--- src/logic/ppm_pkg.sv ---
// constants shared by the port pin function multiplexer and its slices
// assumes a single 100 MHz clock and an asynchronous active-high reset
//
// Notes on behaviour
// RULE1 - every port bit owns select, direction, latch, input, enable, flag, edge bits
// RULE2 - pin driver enable always follows the direction bit, even in peripheral mode
// RULE3 - port 1 bit 0 drives constant low in peripheral mode
// RULE4 - port 1 bit 0 input goes to the timer external clock
// RULE5 - port 1 bits 1 to 3 drive compare outputs 0 to 2 in peripheral mode
// RULE6 - port 1 bits 1 to 3 inputs feed capture channels 0 to 2, choice a
// RULE7 - port 1 bit 4 drives the subsystem master clock in peripheral mode
// RULE8 - port 1 bits 5 to 7 drive compare outputs 0 to 2, feed nothing
// RULE9 - port 2 bit 0 drives the auxiliary clock, input feeds nothing
// RULE10 - port 2 bit 1 input is the timer alternate clock, output constant low
// RULE11 - port 2 bit 2 drives comparator result, input is capture 0 choice b
// RULE12 - port 2 bits 3 and 4 drive compare outputs 1 and 2, feed nothing
// RULE13 - port 2 bit 5 is oscillator resistor pin, output low, input unused
// RULE14 - port 2 bits 6 and 7 are unbonded but keep their full slice
// RULE15 - unbonded port 2 flags serve as software interrupt sources
// RULE16 - unbonded port 2 flags change only by software writes
// RULE17 - flag sets on selected edge, 0 rising 1 falling; request needs enable
// RULE18 - with select clear the latch drives the pin if direction set

package ppm_pkg;
    localparam int   PORT_WIDTH      = 8;
    localparam int   P2_BONDED       = 6;
    localparam int   SYNC_STAGES     = 3;
    localparam logic RST_FLAG        = 1'b0;
    localparam logic RST_SYNC        = 1'b0;
    localparam logic EDGE_RISING     = 1'b0;
    localparam logic PERIPH_LOW      = 1'b0;
    // port 1 bit positions
    localparam int   P1_EXT_CLK_BIT  = 0;
    localparam int   P1_CAP0_BIT     = 1;
    localparam int   P1_CAP1_BIT     = 2;
    localparam int   P1_CAP2_BIT     = 3;
    localparam int   P1_SUBSYSTEM_MASTER_CLOCK_BIT    = 4;
    // port 2 bit positions
    localparam int   P2_ACLK_BIT     = 0;
    localparam int   P2_ALT_CLK_BIT  = 1;
    localparam int   P2_COMP_BIT     = 2;
    localparam int   P2_OSC_RES_BIT  = 5;
endpackage

--- src/logic/ppm_slice_if.sv ---
// carrier between the port top and one per-pin control slice
// assumes the top drives the control side and the slice the pad side
`timescale 1ns/1ps
interface ppm_slice_if;
    logic pin_function_select;
    logic pin_direction_bit;
    logic pin_output_latch;
    logic pin_irq_enable;
    logic pin_edge_select;
    logic periph_out;
    logic pin_sync;
    logic flag_wr;
    logic flag_wdata;
    logic pad_out;
    logic pad_oe;
    logic pin_input_value;
    logic pin_irq_flag;
    logic irq_req;

    modport ctrl (
        output pin_function_select, pin_direction_bit, pin_output_latch,
        output pin_irq_enable, pin_edge_select, periph_out, pin_sync, flag_wr, flag_wdata,
        input  pad_out, pad_oe, pin_input_value, pin_irq_flag, irq_req
    );
    modport slice (
        input  pin_function_select, pin_direction_bit, pin_output_latch,
        input  pin_irq_enable, pin_edge_select, periph_out, pin_sync, flag_wr, flag_wdata,
        output pad_out, pad_oe, pin_input_value, pin_irq_flag, irq_req
    );
endinterface

--- src/logic/ppm_sync3.sv ---
// three-stage input synchroniser with agreement filter
// assumes the input is asynchronous to i_ref_clk
`timescale 1ns/1ps
module ppm_sync3
    import ppm_pkg::*;
(
    // clock and reset
    input  wire logic i_ref_clk,
    input  wire logic i_reset,
    // async in, filtered out
    input  wire logic i_async,
    output logic      o_value
);
    typedef struct packed {
        logic [SYNC_STAGES-1:0] chain;
        logic                   value;
    } ppm_sync_state_t;

    ppm_sync_state_t st_q;
    ppm_sync_state_t st_d;

    always_comb
    begin
        st_d = st_q;
        st_d.chain = {st_q.chain[SYNC_STAGES-2:0], i_async};
        // only stages two and three are compared; stage one may be metastable
        if (st_q.chain[1] == st_q.chain[2])
        begin
            st_d.value = st_q.chain[1];
        end
    end

    always_ff @(posedge i_ref_clk or posedge i_reset)
    begin
        if (i_reset)
        begin
            st_q <= '{chain: '0, value: RST_SYNC};
        end
        else
        begin
            st_q <= st_d;
        end
    end

    assign o_value = st_q.value;
endmodule

--- src/logic/ppm_pin_slice.sv ---
// one pin control slice: output mux, driver enable, edge flag, request
// assumes pin_sync is already synchronised to i_ref_clk
`timescale 1ns/1ps
module ppm_pin_slice
    import ppm_pkg::*;
#(
    parameter bit HAS_PIN = 1'b1
)
(
    // clock and reset
    input  wire logic i_ref_clk,
    input  wire logic i_reset,
    // control and pad side
    ppm_slice_if.slice sif
);
    typedef struct packed {
        logic prev;
        logic flag;
    } ppm_slice_state_t;

    ppm_slice_state_t st_q;
    ppm_slice_state_t st_d;
    logic             cur;
    logic             edge_hit;

    // unbonded bits see a constant low input, so no edge can ever occur
    assign cur = HAS_PIN ? sif.pin_sync : 1'b0; // RULE16

    always_comb
    begin
        st_d = st_q;
        st_d.prev = cur;
        edge_hit = HAS_PIN && ((sif.pin_edge_select == EDGE_RISING) ? (cur && !st_q.prev)
                                                                     : (!cur && st_q.prev)); // RULE17
        if (sif.flag_wr)
        begin
            st_d.flag = sif.flag_wdata; // RULE15
        end
        // an edge in the same cycle as a clearing write still sets the flag
        if (edge_hit)
        begin
            st_d.flag = 1'b1; // RULE17
        end
    end

    always_ff @(posedge i_ref_clk or posedge i_reset)
    begin
        if (i_reset)
        begin
            st_q <= '{prev: 1'b0, flag: RST_FLAG};
        end
        else
        begin
            st_q <= st_d;
        end
    end

    assign sif.pad_out         = sif.pin_function_select ? sif.periph_out : sif.pin_output_latch; // RULE18
    assign sif.pad_oe          = sif.pin_direction_bit; // RULE2
    assign sif.pin_input_value = cur; // RULE1
    assign sif.pin_irq_flag    = st_q.flag;
    assign sif.irq_req         = st_q.flag & sif.pin_irq_enable; // RULE17
endmodule

--- src/logic/ppm_port_mux.sv ---
// two 8-bit ports with per-bit peripheral function multiplexing
// assumes timer, clock and comparator signals are on i_ref_clk or are clocks to be forwarded
`timescale 1ns/1ps
module ppm_port_mux
    import ppm_pkg::*;
#(
    parameter int P1_W = PORT_WIDTH,
    parameter int P2_W = PORT_WIDTH
)
(
    // clock and reset
    input  wire logic            i_ref_clk,
    input  wire logic            i_reset,
    // port 1 control
    input  wire logic [P1_W-1:0] i_p1_function_select,
    input  wire logic [P1_W-1:0] i_p1_direction_bit,
    input  wire logic [P1_W-1:0] i_p1_output_latch,
    input  wire logic [P1_W-1:0] i_p1_irq_enable,
    input  wire logic [P1_W-1:0] i_p1_edge_select,
    input  wire logic            i_p1_flag_wr,
    input  wire logic [P1_W-1:0] i_p1_flag_wdata,
    // port 2 control
    input  wire logic [P2_W-1:0] i_p2_function_select,
    input  wire logic [P2_W-1:0] i_p2_direction_bit,
    input  wire logic [P2_W-1:0] i_p2_output_latch,
    input  wire logic [P2_W-1:0] i_p2_irq_enable,
    input  wire logic [P2_W-1:0] i_p2_edge_select,
    input  wire logic            i_p2_flag_wr,
    input  wire logic [P2_W-1:0] i_p2_flag_wdata,
    // port status
    output logic      [P1_W-1:0] o_p1_pin_input_value,
    output logic      [P1_W-1:0] o_p1_pin_irq_flag,
    output logic                 o_p1_irq,
    output logic      [P2_W-1:0] o_p2_pin_input_value,
    output logic      [P2_W-1:0] o_p2_pin_irq_flag,
    output logic                 o_p2_irq,
    // pads
    input  wire logic [P1_W-1:0] i_p1_pin,
    output logic      [P1_W-1:0] o_p1_pin,
    output logic      [P1_W-1:0] o_p1_pin_oe,
    input  wire logic [P2_BONDED-1:0] i_p2_pin,
    output logic      [P2_BONDED-1:0] o_p2_pin,
    output logic      [P2_BONDED-1:0] o_p2_pin_oe,
    // peripheral sources
    input  wire logic            i_compare0_output,
    input  wire logic            i_compare1_output,
    input  wire logic            i_compare2_output,
    input  wire logic            i_subsystem_master_clock,
    input  wire logic            i_aux_clock,
    input  wire logic            i_comparator_result,
    // peripheral sinks
    output logic                 o_timer_ext_clock_in,
    output logic                 o_timer_alt_clock_in,
    output logic                 o_capture0_input_a,
    output logic                 o_capture1_input_a,
    output logic                 o_capture2_input_a,
    output logic                 o_capture0_input_b,
    output logic                 o_oscillator_resistor_pin
);
    // the peripheral bit map is fixed, so other widths are refused at elaboration
    if (P1_W != PORT_WIDTH || P2_W != PORT_WIDTH)
    begin : g_bad_width
        $error("ppm_port_mux serves only 8-bit ports");
    end

    logic [P1_W-1:0] p1_sync;
    logic [P2_W-1:0] p2_sync;
    logic [P1_W-1:0] p1_periph;
    logic [P2_W-1:0] p2_periph;
    logic [P1_W-1:0] p1_pad_out;
    logic [P1_W-1:0] p1_pad_oe;
    logic [P2_W-1:0] p2_pad_out;
    logic [P2_W-1:0] p2_pad_oe;
    logic [P1_W-1:0] p1_req;
    logic [P2_W-1:0] p2_req;

    // peripheral output value per bit; clock outputs pass straight through, unregistered
    assign p1_periph = {i_compare2_output, i_compare1_output, i_compare0_output, // RULE8
                        i_subsystem_master_clock,                                  // RULE7
                        i_compare2_output, i_compare1_output, i_compare0_output, // RULE5
                        PERIPH_LOW};                                               // RULE3
    assign p2_periph = {PERIPH_LOW, PERIPH_LOW,                                    // RULE14
                        PERIPH_LOW,                                                // RULE13
                        i_compare2_output, i_compare1_output,                      // RULE12
                        i_comparator_result,                                       // RULE11
                        PERIPH_LOW,                                                // RULE10
                        i_aux_clock};                                              // RULE9

    genvar g;
    generate
        for (g = 0; g < P1_W; g++)
        begin : g_p1
            ppm_slice_if sif ();

            ppm_sync3 u_sync (
                .i_ref_clk (i_ref_clk),
                .i_reset   (i_reset),
                .i_async   (i_p1_pin[g]),
                .o_value   (p1_sync[g])
            );

            assign sif.pin_function_select = i_p1_function_select[g]; // RULE1
            assign sif.pin_direction_bit   = i_p1_direction_bit[g];
            assign sif.pin_output_latch    = i_p1_output_latch[g];
            assign sif.pin_irq_enable      = i_p1_irq_enable[g];
            assign sif.pin_edge_select     = i_p1_edge_select[g];
            assign sif.periph_out          = p1_periph[g];
            assign sif.pin_sync            = p1_sync[g];
            assign sif.flag_wr             = i_p1_flag_wr;
            assign sif.flag_wdata          = i_p1_flag_wdata[g];
            assign p1_pad_out[g]           = sif.pad_out;
            assign p1_pad_oe[g]            = sif.pad_oe;
            assign o_p1_pin_input_value[g] = sif.pin_input_value;
            assign o_p1_pin_irq_flag[g]    = sif.pin_irq_flag;
            assign p1_req[g]               = sif.irq_req;

            ppm_pin_slice #(
                .HAS_PIN (1'b1)
            ) u_slice (
                .i_ref_clk (i_ref_clk),
                .i_reset   (i_reset),
                .sif       (sif)
            );
        end

        for (g = 0; g < P2_W; g++)
        begin : g_p2
            ppm_slice_if sif ();

            if (g < P2_BONDED)
            begin : g_pin
                ppm_sync3 u_sync (
                    .i_ref_clk (i_ref_clk),
                    .i_reset   (i_reset),
                    .i_async   (i_p2_pin[g]),
                    .o_value   (p2_sync[g])
                );
            end
            else
            begin : g_nopin
                assign p2_sync[g] = 1'b0; // RULE14
            end

            assign sif.pin_function_select = i_p2_function_select[g]; // RULE1
            assign sif.pin_direction_bit   = i_p2_direction_bit[g];
            assign sif.pin_output_latch    = i_p2_output_latch[g];
            assign sif.pin_irq_enable      = i_p2_irq_enable[g];
            assign sif.pin_edge_select     = i_p2_edge_select[g];
            assign sif.periph_out          = p2_periph[g];
            assign sif.pin_sync            = p2_sync[g];
            assign sif.flag_wr             = i_p2_flag_wr;
            assign sif.flag_wdata          = i_p2_flag_wdata[g];
            assign p2_pad_out[g]           = sif.pad_out;
            assign p2_pad_oe[g]            = sif.pad_oe;
            assign o_p2_pin_input_value[g] = sif.pin_input_value;
            assign o_p2_pin_irq_flag[g]    = sif.pin_irq_flag;
            assign p2_req[g]               = sif.irq_req;

            ppm_pin_slice #(
                .HAS_PIN (g < P2_BONDED)
            ) u_slice (
                .i_ref_clk (i_ref_clk),
                .i_reset   (i_reset),
                .sif       (sif)
            );
        end
    endgenerate

    // pads; unbonded port 2 bits have their slice but no pad
    assign o_p1_pin    = p1_pad_out;
    assign o_p1_pin_oe = p1_pad_oe;                  // RULE2
    assign o_p2_pin    = p2_pad_out[P2_BONDED-1:0];
    assign o_p2_pin_oe = p2_pad_oe[P2_BONDED-1:0];   // RULE2

    // unbonded flags raise requests like any other, which makes them software interrupts
    assign o_p1_irq = |p1_req;
    assign o_p2_irq = |p2_req;                       // RULE15

    // peripheral inputs take the filtered pin level whatever the select bit says
    assign o_timer_ext_clock_in = p1_sync[P1_EXT_CLK_BIT];  // RULE4
    assign o_capture0_input_a   = p1_sync[P1_CAP0_BIT];     // RULE6
    assign o_capture1_input_a   = p1_sync[P1_CAP1_BIT];     // RULE6
    assign o_capture2_input_a   = p1_sync[P1_CAP2_BIT];     // RULE6
    assign o_timer_alt_clock_in = p2_sync[P2_ALT_CLK_BIT];  // RULE10
    assign o_capture0_input_b   = p2_sync[P2_COMP_BIT];     // RULE11
    // tells the clock generator the resistor pin is claimed; the analog path is outside this block
    assign o_oscillator_resistor_pin = i_p2_function_select[P2_OSC_RES_BIT]; // RULE13
endmodule

--- config.mk ---
export PLATFORM = sky130hd
export DESIGN_NAME = ppm_port_mux
export DESIGN_NICKNAME = d
export VERILOG_FILES = /design/src/logic/ppm_pkg.sv /design/src/logic/ppm_slice_if.sv /design/src/logic/ppm_sync3.sv /design/src/logic/ppm_pin_slice.sv /design/src/logic/ppm_port_mux.sv
export SDC_FILE = /design/constraint.sdc
export NUM_CORES = 1
export LEC_CHECK = 0
export ABC_CLOCK_PERIOD_IN_PS = 4300
export BUFFER_PORTS_ARGS = -buffer_cell sky130_fd_sc_hd__buf_2
export CAP_MARGIN = 20
export CORE_MARGIN = 5
export CORE_UTILIZATION = 48
export DETAILED_ROUTE_END_ITERATION = 7
export GPL_ROUTABILITY_DRIVEN = 1
export PLACE_DENSITY = 0.85
export SYNTH_ARGS = -nofsm -noshare
export SYNTH_HDL_FRONTEND = slang
export SYNTH_SLANG_ARGS = --single-unit
--- constraint.sdc ---
create_clock -name i_ref_clk -period 4.3 [get_ports i_ref_clk]
set_clock_uncertainty 0.05 [all_clocks]
set_input_delay 0.645 -clock i_ref_clk [delete_from_list [all_inputs] [get_ports i_ref_clk]]
set_output_delay 0.645 -clock i_ref_clk [all_outputs]
set_load 0.05 [all_outputs]
* Word-level counts from Yosys, hierarchy flattened
Index checks and enable logic that the tools add are counted.
** Word-level totals
- Input bits :: 120
- Output and inout port bits :: 69
- Register bits after elaboration :: 86
** Cells by class
- Equal/unequal tests :: 14
- Mux-type cells :: 56
- Bitwise operators :: 16
- Reductions and logical operators :: 72
** Operator list (number)
- $mux 1 :: 56
- $logic_and 1x1->1 :: 28
- $logic_not 1->1 :: 28
- $reduce_bool 2->1 :: 14
- $and 1x1->1 :: 16
- $reduce_or 8->1 :: 2
- $eq 1x1->1 :: 14

* Logic depth before layout (Yosys ltp)
Gate-level depths: netlist of the first run.
- Word-level depth :: 4
- Gate-level depth with buffers :: 3

* Cells and area by module
A second synthesis of the first run with hierarchy kept.
** Unflattened totals
- Cell total of the unflattened synthesis :: 322
- Area total of the unflattened synthesis :: 3902.5 um^2
** By module, submodules not included
- ppm_pin_slice (g_p1[0].u_slice ...) :: area each 116.4 um^2, instances 14, cells each 11
- ppm_sync3 :: area each 115.1 um^2, instances 14, cells each 6
- ppm_port_mux :: area each 494.2 um^2, instances 1, cells each 68
- ppm_pin_slice (g_p2[6].u_slice ...) :: area each 83.8 um^2, instances 2, cells each 8

* Least setup slack after synthesis of the first run
OpenSTA, ideal clock, no wires.
- Path type :: in2out
- Start point :: in i_p2_irq_enable[7]
- End point :: out o_p2_irq
- Data required time :: 3605 ps
- Arrival :: 1306 ps
- Slack :: 2299 ps
- Buffers on the path :: 0
- Cell stages on the path :: 2
- Cell sequence :: a22oi_1 nand4_1
** On the way
- Cells in the longest elaborated chain, start to end :: 2
** Ends and longest elaborated chain
- start: declaration :: RTL line ppm_port_mux.sv:26 : input wire logic [P2_W-1:0] i_p2_irq_enable,
- $and 1x1->1 :: RTL line ppm_pin_slice.sv:62 : assign sif.irq_req = st_q.flag & sif.pin_irq_enable;
- $reduce_or 8->1 :: RTL line ppm_port_mux.sv:177 : assign o_p2_irq = |p2_req;
- end: declaration :: RTL line ppm_port_mux.sv:36 : output logic o_p2_irq,
Every way passes these cells.

* Worst setup path in the final report of the first run
- Start point :: reg g_p1[4].u_slice.st_q (netlist bit g_p1[4].u_slice.sif.pin_irq_flag)
- End point :: out o_p1_irq
** On the way
- Cells in the longest elaborated chain, start to end :: 2
** Ends and longest elaborated chain
- start: declaration :: RTL line ppm_pin_slice.sv:21 : ppm_slice_state_t st_q;
- start signal: assignment :: RTL line ppm_pin_slice.sv:50 : st_q <= '{prev: 1'b0, flag: RST_FLAG};
- start signal: assignment :: RTL line ppm_pin_slice.sv:54 : st_q <= st_d;
- $and 1x1->1 :: RTL line ppm_pin_slice.sv:62
- $reduce_or 8->1 :: RTL line ppm_port_mux.sv:176 : assign o_p1_irq = |p1_req;
- end: declaration :: RTL line ppm_port_mux.sv:33 : output logic o_p1_irq,
Every way passes these cells.

==> results of run 1 <==
==> layer usage <==
| metal | routed length, µm | global-route usage (%) |
|---|---|---|
| met1 | 2390 | 17.3 |
| met2 | 3600 | 25.9 |
| met3 | 548 | 4.30 |
| met4 | 156 | 9.13 |
| met5 | 0 | 0 |
==> through the flow <==
step	setup WS, ps	cells	area, µm²	power (mW)
after floorplan	1380	248	3440	1.29
after global placement	2260	432	3840	1.30
after detailed placement	2260	432	3840	1.31
after CTS	2220	448	4060	1.91
after global routing	2170	449	4060	1.97
final	2290	449	4060	1.88
==> how the worst min path moves through the flow <==
stage | endpoint | slack [ps] | startpoint
floorplan | g_p1[0].u_sync.st_d[3]$_DFF_PP0_ | 280 | g_p1[0].u_sync.st_d[2]$_DFF_PP0_
global placement | g_p1[7].u_sync.st_d[3]$_DFF_PP0_ | 280 | g_p1[7].u_sync.st_d[2]$_DFF_PP0_
detailed placement | g_p1[3].u_sync.st_d[3]$_DFF_PP0_ | 280 | g_p1[3].u_sync.st_d[2]$_DFF_PP0_
CTS | g_p1[2].u_sync.st_d[3]$_DFF_PP0_ | 300 | g_p1[2].u_sync.st_d[2]$_DFF_PP0_
global route | g_p2[0].g_pin.u_sync.st_d[3]$_DFF_PP0_ | 310 | g_p2[0].g_pin.u_sync.st_d[2]$_DFF_PP0_
finish | g_p1[2].u_sync.st_d[3]$_DFF_PP0_ | 300 | g_p1[2].u_sync.st_d[2]$_DFF_PP0_
==> logic make-up after synthesis <==
group / synth area share (%)
buf+inv: 14.1
fa+ha+maj: 4.08
flops: 62.6
compound gates: 3.53
other cells: 0.109
mux: 8.33
simple gates: 7.28
==> flip-flops by register name (all words and copies together), names as in the netlist <==
| register | cells |
|---|---|
| g_p2.g_pin.u_sync.st_q | 6 |
| g_p1.u_sync.st_d | 16 |
| g_p2.u_slice.sif.pin_irq_flag | 8 |
| g_p1.u_slice.sif.pin_irq_flag | 8 |
| g_p2.u_slice.st_q | 6 |
| g_p2.g_pin.u_sync.st_d | 12 |
| g_p1.u_slice.st_q | 8 |
| g_p2.g_pin.u_sync.o_value | 6 |
| g_p1.u_sync.st_q | 8 |
| g_p1.u_sync.o_value | 8 |
==> final cells by class <==
type,count,share of cell area [%]
multi-input combinational,98,19.9
antenna,1,0.0617
sequential,86,53.0
clock inverter,6,2.13
timing repair buffer,151,18.7
inverter,1,0.123
clock buffer,10,3.15
tap,96,2.96
==> cells in the final DEF (no fill, tap or decap), types with 2 or more instances in the layout <==
cell type | synthesis | final
nand3_1 | 7 | 7
nor2b_1 | 3 | 3
a22oi_1 | 8 | 8
nand2b_1 | 7 | 7
clkinv_2 | 0 | 3
mux2_2 | 13 | 13
or3b_1 | 7 | 7
nand2_1 | 7 | 7
maj3_1 | 14 | 14
clkbuf_8 | 0 | 9
bufinv_16 | 0 | 2
dfrtp_1 | 86 | 86
nand3b_1 | 7 | 7
conb_1 | 1 | 2
mux2i_1 | 14 | 14
nand4_1 | 2 | 2
buf_2 | 0 | 150
o221ai_1 | 7 | 7
==> report_power, final <==
part | switching [mW] | leakage, nW | internal, mW | total, mW
sequential | 0.0463 | 0.989 | 0.874 | 0.920
combinational | 0.259 | 0.875 | 0.112 | 0.370
clock | 0.267 | 0.106 | 0.326 | 0.594
==> flow_summary.json, run 1 <==
{
  "critical_path.max_fanout": 3,
  "critPathLaunch": "g_p1[4].u_slice.sif.pin_irq_flag$_DFFE_PP0P_",
  "maxCapViolCount": 0,
  "crit_family": "flip-flops",
  "ys_types": 17,
  "end_kind": "primary output",
  "r2r_start": "g_p1[0].u_sync.o_value$_DFFE_PP0N_",
  "num_vias": 2125,
  "final_util_pct": 59.1,
  "synth_edf_count": 0,
  "worstReg2RegEnd": "g_p1[0].u_sync.o_value$_DFFE_PP0N_",
  "yosysWarningCount": 0,
  "die-width_um": 94.6,
  "grt_pass1_wl_um": 10300,
  "worstRegToRegCells": 1,
  "critPathSlowestCell": "dfrtp_1",
  "io_pins": 189,
  "relSlewSlack_pct": 48.4,
  "holdBufCountCts": 0,
  "crit_arrival_ps": 1310,
  "synth_top_area_cell": "dfrtp_1",
  "startpoint_type": "flip-flop",
  "track_usage_pct": 15.3,
  "cts-resized-gates": 0,
  "hold_depth": 0,
  "path_depth": 3,
  "cts_setup_buffers": 0,
  "hold_slack_ps": 301,
  "clk_path_buf_depth": 2,
  "critical_path_class": "reg2out",
  "hold_class": "reg2reg",
  "p_leak_nw": 1.97,
  "num_rows": 30,
  "syn_area_um2": 3440,
  "ir_drop_mv": 0.179,
  "required_ps": 3610,
  "synthCells": 247,
  "hpwlAfterDp_um": 5370,
  "ys_seq_area_share_pct": 62.6,
  "grt_max_degree": 49,
  "multi_input_area_um2": 806,
  "synthFlopType": "dfrtp_1",
  "synth.top_cell.area_share_pct": 62.6,
  "drc_errors": 0,
  "ant_nets": 0,
  "clock-root-buffer": "clkbuf_8",
  "htreeDepth": 3,
  "start_util_pct": 50.1,
  "wire_per_inst_um": 14.9,
  "async_reset_ff_share_pct": 100,
  "status": "completed",
  "numPortBuffers": 150,
  "die_area_um2": 8960,
  "drv_slew": 0,
  "tns_ps": 0,
  "via_per_inst": 4.73,
  "powerDensity_nw_per_um2": 464,
  "overflow": 0,
  "rsz0062_at_grt": "false",
  "ys_top_cells_by_area": "dfrtp_1 63%, buf_4 13%, mux2_2 4.3%, maj3_1 4.1%, mux2i_1 4.1%",
  "ys_ff_latch": 86,
  "first_iter_violations": 43,
  "first_global_vias": 2182,
  "clock_latency_ps": 340,
  "final_nets": 467,
  "drt_wl_total_um": 6700,
  "n_fill_cell": 564,
  "rrSetupSlack_ps": 3320,
  "clock.fmax_mhz": 498,
  "hold_viol": 0,
  "worstPathCellList": "a22oi_1 -> nand4_1 -> buf_2",
  "coreArea_um2": 6870,
  "cts_buffers": 9,
  "critPathBufInv": 1,
  "drive_gt1_share_pct": 51.1,
  "first_pass_iters": 4,
  "yosysMostFrequentCell": "dfrtp_1",
  "period_needed_ps": 2010,
  "critPathMaxStageDelay_ps": 390,
  "synth.avg_cell_area_um2": 13.9,
  "cts_num_sinks": 86,
  "die_y_um": 94.6,
  "fin_crit_sh_pct": 46.7,
  "crit_path_end": "o_p1_irq",
  "clk_pin_slew_worst_paths_ps": 80,
  "yosys-top-cells-count": "86 x dfrtp_1, 61 x buf_4, 14 x maj3_1, 14 x mux2i_1, 13 x mux2_2",
  "place.gp.congestion": 0.776,
  "antenna_found_initial": 1,
  "regArea_um2": 2150,
  "cts_tree": "built",
  "setup_violations": 0,
  "worst_pin_slew_ps": 772,
  "syn_to_final_growth_pct": 18.0
}
Power figures use the tool's default switching activity.
==> inputs of run 2 (changes only) <==
ABC_CLOCK_PERIOD_IN_PS = 2100   (was 4300)
CORE_UTILIZATION = 44   (was 48)
PLACE_DENSITY = 0.79   (was 0.85)
clock period = 2.1 ns   (was 4.3 ns; I/O delays follow)
==> flow_summary.json, run 2 (synthesis gave the netlist of run 1 again) <==
{
  "num_vias": 2105,
  "ir_drop_mv": 0.345,
  "drive_gt1_share_pct": 50.8,
  "coreArea_um2": 7690,
  "die_y_um": 98.4,
  "ant_nets": 0,
  "clock-root-buffer": "clkbuf_8",
  "critPathMaxStageDelay_ps": 390,
  "tns_ps": 0,
  "period_needed_ps": 1700,
  "regArea_um2": 2150,
  "grt_max_degree": 87,
  "pwr-share-comb_pct": 20.2,
  "clock.fmax_mhz": 589,
  "final_common_cell": "buf_2",
  "clk_pin_slew_worst_paths_ps": 80,
  "p_sw_share_pct": 31.0,
  "final_util_pct": 53.1,
  "required_ps": 1740,
  "finalNonFillerCells": 456,
  "drv_slew": 0,
  "die-width_um": 98.4,
  "p_leak_nw": 1.97,
  "hold_class": "in2reg",
  "htreeDepth": 3,
  "setup_violations": 0,
  "rsz0062_at_grt": "false",
  "cts_tree": "built",
  "first_iter_violations": 49,
  "seq_power_share_pct": 50.0,
  "final_nets": 469,
  "clock_latency_ps": 340,
  "worstPathCellList": "a22oi_1 -> nand4_1 -> buf_2",
  "grt_pass1_wl_um": 10600,
  "critical_path.max_fanout": 3,
  "critPathSlowestCell": "dfrtp_1",
  "antenna_cells": 0,
  "end_kind": "primary output",
  "design_area_um2": 4080,
  "post-place-cells": 438,
  "start_util_pct": 44.7,
  "syn_to_final_growth_pct": 18.8,
  "die_area_um2": 9680,
  "drc_errors": 0,
  "numPortBuffers": 150,
  "maxCapViolCount": 0,
  "cts-resized-gates": 0,
  "first_global_vias": 2344,
  "via_per_inst": 4.62,
  "cts_buffers": 9,
  "hpwlAfterDp_um": 4960,
  "startpoint_type": "flip-flop",
  "wire_per_inst_um": 13.9,
  "first_pass_iters": 4,
  "hold_viol": 0,
  "place.gp.congestion": 0.759,
  "antenna_found_initial": 0,
  "fin_crit_sh_pct": 80.8,
  "num_rows": 32,
  "clk_path_buf_depth": 2,
  "overflow": 0,
  "highest_layer": "met4",
  "power.internal_mw": 2.61,
  "clkPwrFrac_pct": 29.9,
  "dr_wl_met3_um": 450,
  "status": "completed",
  "final_cell_mix": "150 x buf_2, 86 x dfrtp_1, 14 x mux2i_1, 14 x maj3_1, 13 x mux2_2",
  "postPlaceCellArea_um2": 3860,
  "wl_met2_um": 3320,
  "drt_wl_total_um": 6340,
  "largest_reg_flops": 16,
  "holdBufCountCts": 0,
  "hold_slack_ps": 26.1,
  "cts_setup_buffers": 0,
  "met1_length_um": 2410,
  "track_usage_pct": 13.5,
  "io_pins": 189,
  "crit_arrival_ps": 1330,
  "n_fill_cell": 675,
  "p_switching_mw": 1.17,
  "multi_input_area_um2": 806,
  "critical_path_class": "reg2out",
  "cts_num_sinks": 86,
  "powerDensity_nw_per_um2": 924
}
## run 2: area by class of cell
cell class | instances | area share [%]
sequential | 86 | 52.7
multi-input combinational | 98 | 19.7
timing repair buffer | 153 | 19.4
clock buffer | 11 | 3.46
tap | 102 | 3.12
clock inverter | 5 | 1.44
inverter | 1 | 0.184
## run 2: power by group through the flow
stage               sequential, mW  combinational [mW]  clock [mW]
floorplan                     1.93               0.705           0
global placement              1.91               0.755           0
detailed placement            1.92               0.769           0
CTS                           1.89               0.770        1.18
global route                  1.91               0.809        1.24
finish                        1.89               0.762        1.13
## run 2: worst max-delay path: cells and delay by family, from the launching register on
| family | cells | cell delay [ps] |
|---|---|---|
| DFF | 1 | 390 |
| AOI/OAI and AO/OA | 1 | 270 |
| buffers and inverters | 1 | 230 |
| and+or+nand+nor | 1 | 110 |
## run 2: path summary, 6_finish.rpt
kind	cells after the start	slack (ps)	from	to
max in group asynchronous	3	1620	i_reset	g_p2[5].g_pin.u_sync.o_value$_DFFE_PP0N_
min	1	30	i_p1_pin[1]	g_p1[1].u_sync.st_d[2]$_DFF_PP0_
max reg2reg	2	1110	g_p1[2].u_sync.o_value$_DFFE_PP0N_	g_p1[2].u_slice.sif.pin_irq_flag$_DFFE_PP0P_
min in group asynchronous	3	40	i_reset	g_p1[7].u_sync.st_d[2]$_DFF_PP0_
min reg2reg	0	300	g_p2[2].g_pin.u_sync.st_d[2]$_DFF_PP0_	g_p2[2].g_pin.u_sync.st_d[3]$_DFF_PP0_
max	3	400	g_p1[4].u_slice.sif.pin_irq_flag$_DFFE_PP0P_	o_p1_irq
## run 2: metrics by stage
| step | setup slack, ps | total power, mW |
|---|---|---|
| 2_1_floorplan | 693 | 2.64 |
| 4_1_cts | 358 | 3.83 |
| 5_1_grt | 316 | 3.96 |
| 3_5_place_dp | 728 | 2.69 |
| 6_report | 404 | 3.77 |
| 3_3_place_gp | 719 | 2.67 |
## run 2: per-layer routing
metal  vias up  track usage [%]
li1       1001                -
met1      1001             14.7
met2        90             23.5
met3        13             3.86
met4         0             7.56
met5         -                0
